==> config.mk <==
export PLATFORM = sky130hd
export DESIGN_NAME = lcr_top
export DESIGN_NICKNAME = d
export VERILOG_FILES = /design/src/shared/lcr_pkg.sv /design/src/lcr_top.sv /design/src/lcr_bank.sv
export SDC_FILE = /design/constraint.sdc
export NUM_CORES = 1
export LEC_CHECK = 0
export BUFFER_PORTS_ARGS = -buffer_cell sky130_fd_sc_hd__buf_4
export CAP_MARGIN = 15
export CORE_ASPECT_RATIO = 1.1
export CORE_MARGIN = 2
export CORE_UTILIZATION = 60
export CTS_CLUSTER_DIAMETER = 50
export DETAILED_ROUTE_END_ITERATION = 7
export PLACE_DENSITY = 0.79
export SLEW_MARGIN = 20
export SYNTH_ARGS = -nofsm -noshare
export SYNTH_HDL_FRONTEND = slang
export SYNTH_SLANG_ARGS = --single-unit
==> constraint.sdc <==
create_clock -name CLK -period 5 [get_ports CLK]
set_clock_uncertainty 0.2 [all_clocks]
set_input_delay 1 -clock CLK [delete_from_list [all_inputs] [get_ports CLK]]
set_output_delay 1 -clock CLK [all_outputs]
set_load 0.02 [all_outputs]
==> src/shared/lcr_pkg.sv <==
// lcr_pkg: constants, field layout and types of the panel controller register bank
package lcr_pkg;

  // ==========================================================
  // bus geometry
  localparam int ADDR_W = 12;
  localparam int DATA_W = 8;
  localparam int PTR_W  = 5;
  localparam int IDX_W  = 4;

  // ==========================================================
  // register offsets
  localparam logic [ADDR_W-1:0] OFF_SUBADDRESS_POINTER = 12'hfb1;
  localparam logic [ADDR_W-1:0] OFF_SUBDATA_PORTAL     = 12'hfb2;
  localparam logic [ADDR_W-1:0] OFF_PANEL_CLOCK_CONFIG = 12'hfb3;
  localparam logic [ADDR_W-1:0] OFF_PANEL_CONTROL_ZERO = 12'hfb4;
  localparam logic [ADDR_W-1:0] OFF_PANEL_CONTROL_ONE  = 12'hfb5;
  localparam logic [ADDR_W-1:0] OFF_PANEL_CONTROL_TWO  = 12'hfb6;
  localparam logic [ADDR_W-1:0] OFF_PANEL_CONTROL_THREE = 12'hfb7;

  // ==========================================================
  // reset values
  localparam logic [DATA_W-1:0] RST_SUBADDRESS = 8'h00;
  localparam logic [DATA_W-1:0] RST_CONTROL    = 8'h00;
  localparam logic [DATA_W-1:0] RST_MEMORY     = 8'h00;

  // ==========================================================
  // display memory subaddresses
  localparam int                BANK_DEPTH   = 12;
  localparam logic [PTR_W-1:0]  BANK_A_FIRST = 5'h00;
  localparam logic [PTR_W-1:0]  BANK_A_LAST  = 5'h0b;
  localparam logic [PTR_W-1:0]  BANK_B_FIRST = 5'h10;
  localparam logic [PTR_W-1:0]  BANK_B_LAST  = 5'h1b;
  localparam logic [IDX_W-1:0]  IDX_LAST     = 4'hb;
  localparam int                PTR_BANK_BIT = 4;

  // ==========================================================
  // field positions
  localparam int SUBADDR_LSB     = 0;
  localparam int IRQ_SOURCE_BIT  = 0;
  localparam int BLINK_MODE_LSB  = 1;
  localparam int BLINK_MODE_W    = 2;
  localparam int DMEM_MODE_LSB   = 0;
  localparam int DMEM_MODE_W     = 2;
  localparam int CONTRAST_LSB    = 0;
  localparam int CONTRAST_W      = 4;

  localparam logic [DMEM_MODE_W-1:0]  DMEM_MODE_ALTERNATE = 2'h2;
  localparam logic [BLINK_MODE_W-1:0] BLINK_MODE_OFF      = 2'h0;

  // ==========================================================
  // types
  typedef struct packed {
    logic [DATA_W-1:0] clock_cfg;
    logic [DATA_W-1:0] control_zero;
    logic [DATA_W-1:0] control_one;
    logic [DATA_W-1:0] control_two;
    logic [DATA_W-1:0] control_three;
  } lcr_ctrl_t;

  typedef struct packed {
    logic [CONTRAST_W-1:0] pump_level;
    logic [CONTRAST_W-1:0] dead_cycles;
  } lcr_contrast_t;

  typedef enum logic [1:0] {
    LCR_IDLE  = 2'b00,
    LCR_RUN   = 2'b01,
    LCR_DRAIN = 2'b10
  } lcr_run_t;

endpackage : lcr_pkg

==> src/lcr_top.sv <==
// lcr_top: panel controller register bank, display memory portal and event logic
//
// Strobed register access is this design's own decision.
module lcr_top
  import lcr_pkg::*;
#(
  parameter int BANK_BYTES = lcr_pkg::BANK_DEPTH
) (
  // clock and reset
  input  wire logic                          CLK,
  input  wire logic                          RESETN,
  // register port
  input  wire logic [lcr_pkg::ADDR_W-1:0]    ADDR,
  input  wire logic [lcr_pkg::DATA_W-1:0]    WDATA,
  input  wire logic                          WR,
  input  wire logic                          RD,
  output logic      [lcr_pkg::DATA_W-1:0]    RDATA,
  // power and supply
  input  wire logic                          POWER_ENABLE,
  input  wire logic                          PUMP_SUPPLY,
  // frame timing from the waveform generator
  input  wire logic                          FRAME_END,
  input  wire logic                          BLINK_START,
  input  wire logic                          BANK_SWITCH_A_TO_B,
  // panel read of display memory
  input  wire logic                          DISP_BANK_B,
  input  wire logic [lcr_pkg::IDX_W-1:0]     DISP_INDEX,
  output logic      [lcr_pkg::DATA_W-1:0]    DISP_DATA,
  // controller state
  output logic                               RUNNING,
  output lcr_pkg::lcr_ctrl_t                 APPLIED_CFG,
  output lcr_pkg::lcr_contrast_t             CONTRAST,
  output logic                               LCD_IRQ
);

  import lcr_pkg::*;

  // ==========================================================
  // functions

  // true when the pointer names a byte of either bank
  function automatic logic ptr_valid(input logic [PTR_W-1:0] p);
    ptr_valid = (p[IDX_W-1:0] <= IDX_LAST);
  endfunction : ptr_valid

  // pointer after one portal access
  function automatic logic [PTR_W-1:0] ptr_step(input logic [PTR_W-1:0] p);
    if (p == BANK_A_LAST) begin
      ptr_step = BANK_A_FIRST;
    end else if (p == BANK_B_LAST) begin
      ptr_step = BANK_B_FIRST;
    end else begin
      ptr_step = p + 5'h01;
    end
  endfunction : ptr_step

  // ==========================================================
  // state
  logic [PTR_W-1:0]  ptr_reg;
  logic [PTR_W-1:0]  ptr_next;
  lcr_ctrl_t         pend_reg;
  lcr_ctrl_t         pend_next;
  lcr_ctrl_t         appl_reg;
  lcr_ctrl_t         appl_next;
  lcr_run_t          run_reg;
  lcr_run_t          run_next;
  logic [DATA_W-1:0] rdata_reg;
  logic [DATA_W-1:0] rdata_next;
  logic [DATA_W-1:0] disp_reg;
  logic [DATA_W-1:0] disp_next;
  logic              irq_reg;
  logic              irq_next;

  // ==========================================================
  // address decode
  wire sel_ptr    = (ADDR == OFF_SUBADDRESS_POINTER);
  wire sel_portal = (ADDR == OFF_SUBDATA_PORTAL);
  wire sel_clk    = (ADDR == OFF_PANEL_CLOCK_CONFIG);
  wire sel_ctl0   = (ADDR == OFF_PANEL_CONTROL_ZERO);
  wire sel_ctl1   = (ADDR == OFF_PANEL_CONTROL_ONE);
  wire sel_ctl2   = (ADDR == OFF_PANEL_CONTROL_TWO);
  wire sel_ctl3   = (ADDR == OFF_PANEL_CONTROL_THREE);

  wire portal_access = sel_portal && (WR || RD);
  wire ptr_ok        = ptr_valid(ptr_reg);
  wire ptr_in_b      = ptr_reg[PTR_BANK_BIT];
  wire [IDX_W-1:0] ptr_idx = ptr_reg[IDX_W-1:0];

  // ==========================================================
  // display memory banks, index 0 is bank A
  logic [DATA_W-1:0] sw_rd  [2];
  logic [DATA_W-1:0] pn_rd  [2];
  logic              bank_we [2];

  for (genvar b = 0; b < 2; b++) begin : g_bank
    // a reserved subaddress reaches neither bank
    assign bank_we[b] = WR && sel_portal && ptr_ok && (ptr_in_b == 1'(b));

    lcr_bank #(
      .DEPTH (BANK_BYTES),
      .WIDTH (DATA_W),
      .IDX_W (IDX_W)
    ) u_bank (
      .clk     (CLK),
      .resetn  (RESETN),
      .wr_en   (bank_we[b]),
      .wr_idx  (ptr_idx),
      .wr_data (WDATA),
      .sw_idx  (ptr_idx),
      .sw_data (sw_rd[b]),
      .pn_idx  (DISP_INDEX),
      .pn_data (pn_rd[b])
    );
  end

  wire [DATA_W-1:0] portal_data = ptr_ok ? sw_rd[ptr_in_b] : '0;

  // ==========================================================
  // pointer
  always_comb begin
    ptr_next = ptr_reg;
    if (WR && sel_ptr) begin
      // upper bits are not stored, software keeps them zero
      ptr_next = WDATA[SUBADDR_LSB +: PTR_W];
    end else if (portal_access) begin
      ptr_next = ptr_step(ptr_reg);
    end
  end

  // ==========================================================
  // control registers: software view and applied copy
  wire run_idle = (run_reg == LCR_IDLE);

  always_comb begin
    pend_next = pend_reg;
    if (WR && sel_clk) begin
      pend_next.clock_cfg = WDATA;
    end
    if (WR && sel_ctl0) begin
      pend_next.control_zero = WDATA;
    end
    if (WR && sel_ctl1) begin
      pend_next.control_one = WDATA;
    end
    if (WR && sel_ctl2) begin
      pend_next.control_two = WDATA;
    end
    if (WR && sel_ctl3) begin
      pend_next.control_three = WDATA;
    end
  end

  // a change mid-frame would leave dc on the glass, so it waits for
  // the frame boundary; with the panel stopped there is no frame to protect
  assign appl_next = (FRAME_END || run_idle) ? pend_reg : appl_reg;

  // ==========================================================
  // run control
  always_comb begin
    run_next = run_reg;
    case (run_reg)
      LCR_IDLE: begin
        if (POWER_ENABLE) begin
          run_next = LCR_RUN;
        end
      end
      LCR_RUN: begin
        // stop mode does not enter here: only the enable matters
        if (!POWER_ENABLE) begin
          run_next = LCR_DRAIN;
        end
      end
      LCR_DRAIN: begin
        if (POWER_ENABLE) begin
          run_next = LCR_RUN;
        end else if (FRAME_END) begin
          run_next = LCR_IDLE;
        end
      end
      default: begin
        run_next = LCR_IDLE;
      end
    endcase
  end

  // ==========================================================
  // interrupt event
  wire irq_on_blink = appl_reg.control_two[IRQ_SOURCE_BIT];
  wire [BLINK_MODE_W-1:0] blink_mode =
    appl_reg.control_zero[BLINK_MODE_LSB +: BLINK_MODE_W];
  wire [DMEM_MODE_W-1:0] dmem_mode =
    appl_reg.control_three[DMEM_MODE_LSB +: DMEM_MODE_W];

  wire ev_frame  = FRAME_END && !irq_on_blink;
  wire ev_blink  = BLINK_START && irq_on_blink &&
                   (blink_mode != BLINK_MODE_OFF);
  wire ev_switch = BANK_SWITCH_A_TO_B && (dmem_mode == DMEM_MODE_ALTERNATE);

  assign irq_next = !run_idle && (ev_frame || ev_blink || ev_switch);

  // ==========================================================
  // read data, valid only in the cycle after the strobe
  always_comb begin
    rdata_next = '0;
    if (RD) begin
      if (sel_ptr) begin
        rdata_next = {{(DATA_W-PTR_W){1'b0}}, ptr_reg};
      end else if (sel_portal) begin
        rdata_next = portal_data;
      end else if (sel_clk) begin
        rdata_next = pend_reg.clock_cfg;
      end else if (sel_ctl0) begin
        rdata_next = pend_reg.control_zero;
      end else if (sel_ctl1) begin
        rdata_next = pend_reg.control_one;
      end else if (sel_ctl2) begin
        rdata_next = pend_reg.control_two;
      end else if (sel_ctl3) begin
        rdata_next = pend_reg.control_three;
      end
    end
  end

  assign disp_next = pn_rd[DISP_BANK_B];

  // ==========================================================
  // flip-flops
  always_ff @(posedge CLK or negedge RESETN) begin
    if (!RESETN) begin
      ptr_reg   <= RST_SUBADDRESS[PTR_W-1:0];
      pend_reg  <= {5{RST_CONTROL}};
      appl_reg  <= {5{RST_CONTROL}};
      run_reg   <= LCR_IDLE;
      rdata_reg <= '0;
      disp_reg  <= RST_MEMORY;
      irq_reg   <= 1'b0;
    end else begin
      ptr_reg   <= ptr_next;
      pend_reg  <= pend_next;
      appl_reg  <= appl_next;
      run_reg   <= run_next;
      rdata_reg <= rdata_next;
      disp_reg  <= disp_next;
      irq_reg   <= irq_next;
    end
  end

  // ==========================================================
  // outputs
  wire [CONTRAST_W-1:0] contrast_set =
    appl_reg.control_one[CONTRAST_LSB +: CONTRAST_W];

  assign CONTRAST.pump_level  = PUMP_SUPPLY ? contrast_set : '0;
  assign CONTRAST.dead_cycles = PUMP_SUPPLY ? '0 : contrast_set;
  assign RDATA       = rdata_reg;
  assign DISP_DATA   = disp_reg;
  assign RUNNING     = !run_idle;
  assign APPLIED_CFG = appl_reg;
  assign LCD_IRQ     = irq_reg;

endmodule : lcr_top

==> src/lcr_bank.sv <==
// lcr_bank: one display memory bank, one write port and two read ports
module lcr_bank #(
  parameter int DEPTH = 12,
  parameter int WIDTH = 8,
  parameter int IDX_W = 4
) (
  // clock and reset
  input  wire logic             clk,
  input  wire logic             resetn,
  // write port
  input  wire logic             wr_en,
  input  wire logic [IDX_W-1:0] wr_idx,
  input  wire logic [WIDTH-1:0] wr_data,
  // software read port
  input  wire logic [IDX_W-1:0] sw_idx,
  output logic      [WIDTH-1:0] sw_data,
  // panel read port
  input  wire logic [IDX_W-1:0] pn_idx,
  output logic      [WIDTH-1:0] pn_data
);

  logic [WIDTH-1:0] mem_reg [DEPTH];

  // ==========================================================
  // storage
  for (genvar i = 0; i < DEPTH; i++) begin : g_entry
    always_ff @(posedge clk or negedge resetn) begin
      if (!resetn) begin
        mem_reg[i] <= '0;
      end else if (wr_en && (wr_idx == IDX_W'(i))) begin
        mem_reg[i] <= wr_data;
      end
    end
  end

  // an index beyond the bank reads as zero
  assign sw_data = (32'(sw_idx) < DEPTH) ? mem_reg[sw_idx] : '0;
  assign pn_data = (32'(pn_idx) < DEPTH) ? mem_reg[pn_idx] : '0;

endmodule : lcr_bank

# [Yosys cells after proc, flatten, opt, wreduce, memory -nomap -nowiden]
# Cells that the tools add are included.
[totals] regBits=296 in_bits=34 word_cells=171
[classes] n_mux=42 n_eq_ne=26 n_lt_le_gt_ge=7 n_addsub=1 n_bitwise=5 n_reduce_logical=51
[ops] cell="$mux W8" n=27
[ops] cell="$bmux W8 S4" n=4
[ops] cell="$eq A12 B12 Y1 const B" n=7
[ops] cell="$logic_and A1 B1 Y1" n=40
[ops] cell="$mux W5" n=4
[ops] cell="$eq A4 B3 Y1 const B" n=4
[ops] cell="$eq A4 B4 Y1 const B" n=4
[ops] cell="$ge A5 B5 Y1 const B" n=2
[ops] cell="$not A4 Y5" n=2
[ops] cell="$eq A4 B2 Y1 const B" n=2
[ops] cell="$lt A4 B4 Y1 const B" n=2
[ops] cell="$mux W2" n=4
[ops] cell="$mux W4" n=2
[ops] cell="$pmux W2 S3" n=1
[ops] cell="$add A5 B1 Y5 const B" n=1
[ops] cell="$eq A5 B4 Y1 const B" n=1
[ops] cell="$eq A5 B5 Y1 const B" n=1
[ops] cell="$eq A2 B2 Y1 const B" n=2
[ops] cell="$eq A4 B1 Y1 const B" n=1
[ops] cell="$ge A2 B2 Y1 const B" n=2
[ops] cell="$le A4 B4 Y1 const B" n=1
[ops] cell="$logic_not A4 Y1" n=1
[ops] cell="$logic_or A1 B1 Y1" n=4
[ops] cell="$ne A2 B2 Y1 const B" n=2
[ops] cell="8 further kinds" n=11

# [Depth between registers and ports, before layout]
# Gate-level depths: netlist (run 1).
[depth] word_depth=12 depth_mapped=9 ltp_nobuf=6

# [Modules after synthesis]
# Synthesis (run 1) repeated with hierarchy kept, for this count alone.
[hier_totals] hier_cells=1045 hier_area_um2=15138.3
[by_module_without_submodules] mod="lcr_bank" area_per_inst_um2=5206.2 n_inst=2 seq_area_each_um2=2402.3 cells_per_inst=340
[by_module_without_submodules] mod="lcr_top" area_per_inst_um2=4725.8 n_inst=1 seq_area_each_um2=2602.5 cells_per_inst=365

# [Least setup slack after synthesis (run 1)]
# No wires, ideal clock.
[synth_path] path_kind="input to register" from="input ADDR[0] (netlist name)" to="register g_bank[1].u_bank.mem_reg[48] (netlist name)" setup_ns=0.125 setup_slack_ns=1.803 stages=6 path_buffers=1 arrival_ns=2.872 path_cell_list="buf_2 -> or4b_4 -> nor4_4 -> nand2_4 -> nor2_4 -> mux2_2"
[synth_via] elab_chain_cells=5
[synth_lines] item="start: declaration" line_no="lcr_top.sv:13" rtl="input wire logic [lcr_pkg::ADDR_W-1:0] ADDR,"
[synth_lines] item="$eq A12 B12 Y1" line_no="lcr_top.sv:77" rtl="wire sel_portal = (ADDR == OFF_SUBDATA_PORTAL);"
[synth_lines] item="$logic_and A1 B1 Y1 (3 in series)" line_no="lcr_top.sv:97" rtl="assign bank_we[b] = WR && sel_portal && ptr_ok && (ptr_in_b == 1'(b));"
[synth_lines] item="$logic_and A1 B1 Y1" line_no="lcr_bank.sv:30" rtl="end else if (wr_en && (wr_idx == IDX_W'(i))) begin"
[synth_lines] item="end signal: indexed assignment" line_no="lcr_bank.sv:31" rtl="mem_reg[i] <= wr_data;"
[synth_lines] item="end: declaration" line_no="lcr_bank.sv:22" rtl="logic [WIDTH-1:0] mem_reg [DEPTH];"
# No other way between the ends.
# A chain may end at the register's enable or synchronous reset.

# [Worst setup path in the final report (run 1)]
[layout_path] from="register ptr_reg[3]" to="register rdata_reg[2], in the netlist RDATA[2]"
[layout_via] elab_chain_cells=12 word_cells_on_any_way=18 cone_classes="order compare: 2; mux: 15; bitwise: 1"
[layout_lines] item="start: declaration" line_no="lcr_top.sv:59" rtl="logic [PTR_W-1:0] ptr_reg;"
[layout_lines] item="start signal: assignment" line_no="lcr_top.sv:230" rtl="ptr_reg <= RST_SUBADDRESS[PTR_W-1:0];"
[layout_lines] item="start signal: assignment" line_no="lcr_top.sv:238" rtl="ptr_reg <= ptr_next;"
[layout_lines] item="$not A4 Y5 (implied by the code)" line_no="lcr_bank.sv:37" rtl="assign sw_data = (32'(sw_idx) < DEPTH) ? mem_reg[sw_idx] : '0;"
[layout_lines] item="$bmux W8 S4" line_no="lcr_bank.sv:37"
[layout_lines] item="$mux W8 (implied by the code) (2 in series)" line_no="lcr_bank.sv:37"
[layout_lines] item="$mux W8" line_no="lcr_bank.sv:37"
[layout_lines] item="$mux W8 (implied by the code) (3 in series)" line_no="lcr_top.sv:116" rtl="wire [DATA_W-1:0] portal_data = ptr_ok ? sw_rd[ptr_in_b] : '0;"
[layout_lines] item="$mux W8 *" line_no="lcr_top.sv:116"
[layout_lines] item="$mux W8 *" line_no="lcr_top.sv:208" rtl="end else if (sel_portal) begin"
[layout_lines] item="$mux W8 *" line_no="lcr_top.sv:206" rtl="if (sel_ptr) begin"
[layout_lines] item="$mux W8 *" line_no="lcr_top.sv:205" rtl="if (RD) begin"
[layout_lines] item="named net rdata_next[2]" line_no="lcr_top.sv:68" rtl="logic [DATA_W-1:0] rdata_next;"
[layout_lines] item="end signal: assignment" line_no="lcr_top.sv:242" rtl="rdata_reg <= rdata_next;"
[layout_lines] item="end: declaration" line_no="lcr_top.sv:67" rtl="logic [DATA_W-1:0] rdata_reg;"
# The timed path passes the listed nets; every way through them passes the cells marked *. The select of a mux whose other input is x is not followed.

==> results of run 1 <==
[worst max-delay path, stage by stage (launching register included)]
cell      delay [ps]
dfrtp_1          690
nor2b_1          880
nand2_1          480
o22ai_1          480
a211oi_1          90
a211oi_1         410
o221a_2          280
[cells in the final DEF (no fill, tap or decap), drive strengths merged, types with 5 or more instances in the layout]
| cell type | netlist | final |
|---|---|---|
| buf | 27 | 110 |
| a22oi | 5 | 5 |
| mux2i | 50 | 50 |
| a22o | 6 | 6 |
| dfrtp | 296 | 296 |
| a221oi | 8 | 8 |
| nor3 | 5 | 5 |
| a2111oi | 7 | 7 |
| a211oi | 9 | 9 |
| a21oi | 15 | 15 |
| o22ai | 17 | 17 |
| clkinv | 1 | 8 |
| o21ai | 18 | 18 |
| nor2 | 56 | 56 |
| mux2 | 289 | 289 |
| nand2 | 27 | 27 |
| mux4 | 78 | 78 |
| nor2b | 10 | 10 |
| inv | 13 | 20 |
| nand2b | 5 | 5 |
| clkbuf | 46 | 45 |
| nand3 | 12 | 12 |
[metrics by stage]
stage          hold slack (ps)  utilization [%]
3_3_place_gp             284.5            64.98
4_1_cts                  119.7            69.70
5_1_grt                  133.5            69.71
6_report                 128.7            69.71
2_1_floorplan            266.7                -
3_5_place_dp             296.5            64.98
[per-layer routing]
| layer | track usage [%] | vias up | part of all wire, % |
|---|---|---|---|
| met1 | 41.87 | 5075 | 41 |
| li1 | - | 4135 | - |
| met4 | 12.76 | 0 | 4.4 |
| met3 | 5.260 | 95 | 6.5 |
| met2 | 48.47 | 433 | 48 |
| met5 | 0 | - | 0 |
[power groups by stage]
stage | combinational [mW] | clock (mW) | sequential, mW
finish | 0.225 | 2.54 | 2.41
CTS | 0.227 | 2.57 | 2.41
global placement | 0.224 | 0 | 2.45
global route | 0.245 | 2.67 | 2.41
detailed placement | 0.227 | 0 | 2.45
floorplan | 0.113 | 0 | 2.45
[path summary, 6_finish.rpt]
check                                                     to  slack [ps]  cells after the start      startpoint
worst min register to register                APPLIED_CFG[3]         310                      1  APPLIED_CFG[3]
worst min-delay path            g_bank[0].u_bank.mem_reg[50]         130                      1          RESETN
worst max-delay path                                RDATA[2]        1420                      6      ptr_reg[3]
min in group CLK                              APPLIED_CFG[3]         310                      1  APPLIED_CFG[3]
worst max register to register                      RDATA[2]        1420                      6      ptr_reg[3]
max in group asynchronous                         ptr_reg[1]        3280                      2          RESETN
[logic make-up after synthesis]
group / after synthesis / share of synthesized area, %
muxes: 417 / 36.83
and+or+nand+nor: 138 / 5.870
buffers and inverters: 87 / 2.341
xor gates and xnor gates: 1 / 0.05854
AOI/OAI and AO/OA: 107 / 5.059
adders and majority gates: 4 / 0.3345
DFF: 296 / 49.50
[cell type report]
type / instances / area, sq um
inverter: 14 / 52.55
timing repair buffer: 110 / 845.8
fill: 1664 / 7413
clock inverter: 18 / 188.9
tap: 310 / 387.9
sequential: 296 / 7410
multi-input combinational: 667 / 7211
clock buffer: 45 / 964.7
==> flow_summary.toml, run 1 <==
[status]
status = "complete, no violations"

[hold_path]
hold_class = "in -> async"

[clocking]
cts_max_level = 2
clock_sinks = 296
cts_tree = "built"
clock_path_buffers = 3
cts_root_buffer = "clkbuf_16"
clk_pin_slew_ps = 60
cts_resized = 0
holdBufCountCts = 0
post_cts.repair.setup_buffers = 0
cts_buffers = 35
clk_latency_ps = 520

[logic_synthesis]
synth.distinct_cells = 53
synth_top_area_share_pct = 49.50
seq_area_frac_synth_pct = 49.50
syn_area_sq_mm = 0.01496
syn_nets = 1088
synthArstFlopShare_pct = 100.0
synth_warnings = 0
ys_seq_elements = 296
synth_area_leader_cell = "dfrtp_1"
ys_top_cells_by_area = "dfrtp_1, mux2_2, mux4_2"
synthFlopType = "dfrtp_1"
yosysMostFrequentCell = "dfrtp_1"
synth.avg_cell_area_sq_um = 14.25
synthTopCellsByCount = "dfrtp_1, mux2_2, mux4_2"
synth_edf_count = 0
netlist_instances = 1050

[flow_run]
maxCapViolations = 0

[floorplan]
start_util_pct = 61.14
coreArea_sq_mm = 0.02447
pin_count = 100
num_rows = 60
die_y_um = 169.6
die-area_sq_mm = 0.02622
die_w_um = 154.6

[global_route]
grt_first_pass_wirelength_mm = 60.54
grt_antenna_before_repair = 1
grt_pass1_vias = 10162
grt_max_degree = 157
grt_usage_pct = 30.38
grt_overflow = 0

[timing]
period_minus_slack_ps = 3582
final.setup.tns_ps = 0
rsz0062_at_grt = "false"
setup-violations-final = 0
tightestPinTransition_ps = 1120
hold_viol = 0
slew_headroom_pct = 23.41
setup_slack_ps = 1418
final.period_utilization_pct = 71.65
fmax_ghz = 0.2791
slew_viol_final = 0

[power]
p_seq_share_pct = 46.6
p_int_mw = 3.963
total_leakage_power_nw = 7.872
finalPower_mw = 5.168
p_comb_share_pct = 4.4
switching_share_pct = 23.31
clkPwrFrac_pct = 49.1
p_switching_mw = 1.205
peakVddDrop_mv = 0.2645
power_density_mw_per_mm2 = 302.9

[placement]
gp_congestion = 0.8562
port_buffers = 99
dpl.hpwl_mm = 25.32
place_area_sq_mm = 0.01590
placed_cells = 1397
place_ws_ps = 1302

[routing]
routed_wl_mm = 38.60
vias_per_cell = 6.670
via_count = 9738
firstDrtPassIters = 5
initialDrtViolationCount = 700
post_drt_wl_per_cell_um = 26.44
ant_nets = 0
drc = 0

[worst_setup_path]
start_kind = "flip-flop"
cp_max_fo = 13
critPathArrivalTime_ps = 3840
worst-endpoint-required_ps = 5250
worst_setup_path_end_kind = "flip-flop"
path_class = "reg -> reg"

[final_layout]
drive_above_1_share_pct = 49.04
final_area_sq_mm = 0.01706
area_growth_pct = 14.01
largest_register_ffs = 192
diodes = 0
layout.nets = 1162
fin_cells = 1460
(Power assumes the default switching activity.)
==> inputs of run 2 (changes only) <==
==> constraint.sdc (replaced) <==
create_clock -name CLK -period 3.4 [get_ports CLK]
set_clock_uncertainty 0.2 [all_clocks]
set_input_delay 0.68 -clock CLK [delete_from_list [all_inputs] [get_ports CLK]]
set_output_delay 0.68 -clock CLK [all_outputs]
set_load 0.02 [all_outputs]
==> flow_summary.toml, run 2 (synthesis gave the netlist of run 1 again) <==
[final_layout]
seqCellArea_sq_mm = 0.007410
fill_cells = 1647
diodes = 0
largest_register_ffs = 192
layout.nets = 1193
mostFrequentLayoutCells = "dfrtp_1, mux2_2, buf_4"
area_growth_pct = 15.89
layout_commonest_cell = "dfrtp_1"
drive_above_1_share_pct = 50.47
multiInputGateArea_sq_mm = 0.007208

[timing]
fmax_ghz = 0.3201
final.period_utilization_pct = 91.90
slew_viol_final = 0
setup-violations-final = 0
final.setup.tns_ps = 0
rsz0062_at_grt = "false"
hold_viol = 0
holdWs_ps = 131.2
slew_headroom_pct = 54.41
period_minus_slack_ps = 3124
tightestPinTransition_ps = 683.9

[power]
clkPwrFrac_pct = 49.1
power_density_mw_per_mm2 = 441.1
p_seq_share_pct = 46.3
switching_share_pct = 22.56
p_int_mw = 5.923
p_comb_share_pct = 4.6
peakVddDrop_mv = 0.3546
total_leakage_power_nw = 8.053
p_switching_mw = 1.726

[routing]
post_drt_wl_per_cell_um = 26.33
routed_wl_mm = 39.15
via_count = 9740
firstDrtPassIters = 5
vias_per_cell = 6.550
drc = 0
initialDrtViolationCount = 693
ant_nets = 0

[global_route]
grt_usage_pct = 30.99
grt_antenna_before_repair = 1
grt_pass1_vias = 10213
grt_overflow = 0
grt_first_pass_wirelength_mm = 61.13
grt_max_degree = 74

[clocking]
clk_latency_ps = 510
cts_tree = "built"
holdBufCountCts = 1
post_cts.repair.setup_buffers = 0
cts_buffers = 34
cts_resized = 0
clk_pin_slew_ps = 60
cts_max_level = 2
cts_root_buffer = "clkbuf_16"
clock_sinks = 296
clock_path_buffers = 3

[flow_run]
maxCapViolations = 0

[worst_setup_path]
worst_setup_path_end_kind = "flip-flop"
path_class = "reg -> reg"
path_buf_inv = 1
path_delay_family = "compound AO/OA/AOI/OAI gates"
cp_max_fo = 18
critPathMaxStageDelay_ps = 620
worst-endpoint-required_ps = 3630
critPathArrivalTime_ps = 3350
worstPathCellList = "buf_4 > or3b_2 > o22ai_1 > a211oi_1 > a211oi_1 > o221a_2"
worst_path_most_repeated_cell = "a211oi_1"
start_kind = "flip-flop"
critPathSlowestCell = "dfrtp_2"

[floorplan]
pin_count = 100
start_util_pct = 61.14
die_y_um = 169.6
die_w_um = 154.6
num_rows = 60
die-area_sq_mm = 0.02622
coreArea_sq_mm = 0.02447

[placement]
dpl.hpwl_mm = 26.81
port_buffers = 99
gp_congestion = 0.9189

[hold_path]
hold_class = "in -> reg"

[status]
status = "complete, no violations"
## run 2: cell types whose count changed in the layout (fill, tap and decap cells not counted), moves of 4 or more
| cell | before | now |
|---|---|---|
| clkbuf_1 | 6 | 2 |
| buf_4 | 108 | 135 |
| buf_12 | 1 | 5 |
| inv_6 | 6 | 2 |
## run 2: per-stage QoR
step | cells | worst slack (ps) | utilization (%) | total power [mW] | cell area (sq um)
finish | 1487 | 275.5 | 70.85 | 7.649 | 17340
CTS | 1487 | 342.9 | 70.85 | 7.695 | 17340
detailed placement | 1428 | 183.5 | 66.14 | 3.960 | 16190
global route | 1487 | 249.8 | 70.85 | 7.860 | 17340
floorplan | 1050 | 523.0 | - | 3.770 | 14960
global placement | 1428 | 264.0 | 66.14 | 3.956 | 16190
## run 2: layer usage
layer	GRT usage (%)	vias up	wire [um]
met3	4.699	89	2340
li1	-	4182	-
met4	14.21	0	1841
met5	0	-	0
met2	51.28	376	19240
met1	40.92	5093	15730
## run 2: power by group through the flow
stage	Combinational, mW	Sequential [mW]	Clock [mW]
after detailed placement	0.356	3.60	0
after global placement	0.352	3.60	0
final	0.355	3.54	3.75
after global routing	0.384	3.54	3.94
after floorplan	0.166	3.60	0
after CTS	0.358	3.54	3.80
## run 2: worst reg2reg max path, stage by stage, from the launching register on
cell      delay (ps)
dfrtp_2          620
buf_4            320
or3b_2           620
o22ai_1          470
a211oi_1          90
a211oi_1         430
o221a_2          300
## run 2: area by class of cell
type	count	area share (%)
tap	310	2.237
sequential	296	42.73
clock buffer	41	5.412
multi-input combinational	667	41.57
clock inverter	17	1.183
timing repair buffer	142	6.566
inverter	14	0.3031
## run 2: path summary, 6_finish.rpt
check	start	to	slack [ps]	depth (start not counted)
hold / removal	POWER_ENABLE	run_reg[1]	130	2
min in group asynchronous	RESETN	g_bank[0].u_bank.mem_reg[50]	540	2
setup reg to reg	ptr_reg[0]	RDATA[3]	280	6
hold reg to reg	g_bank[1].u_bank.mem_reg[46]	g_bank[1].u_bank.mem_reg[46]	310	1
max in group asynchronous	RESETN	g_bank[1].u_bank.mem_reg[22]	1610	4
setup / recovery	ptr_reg[0]	RDATA[3]	280	6
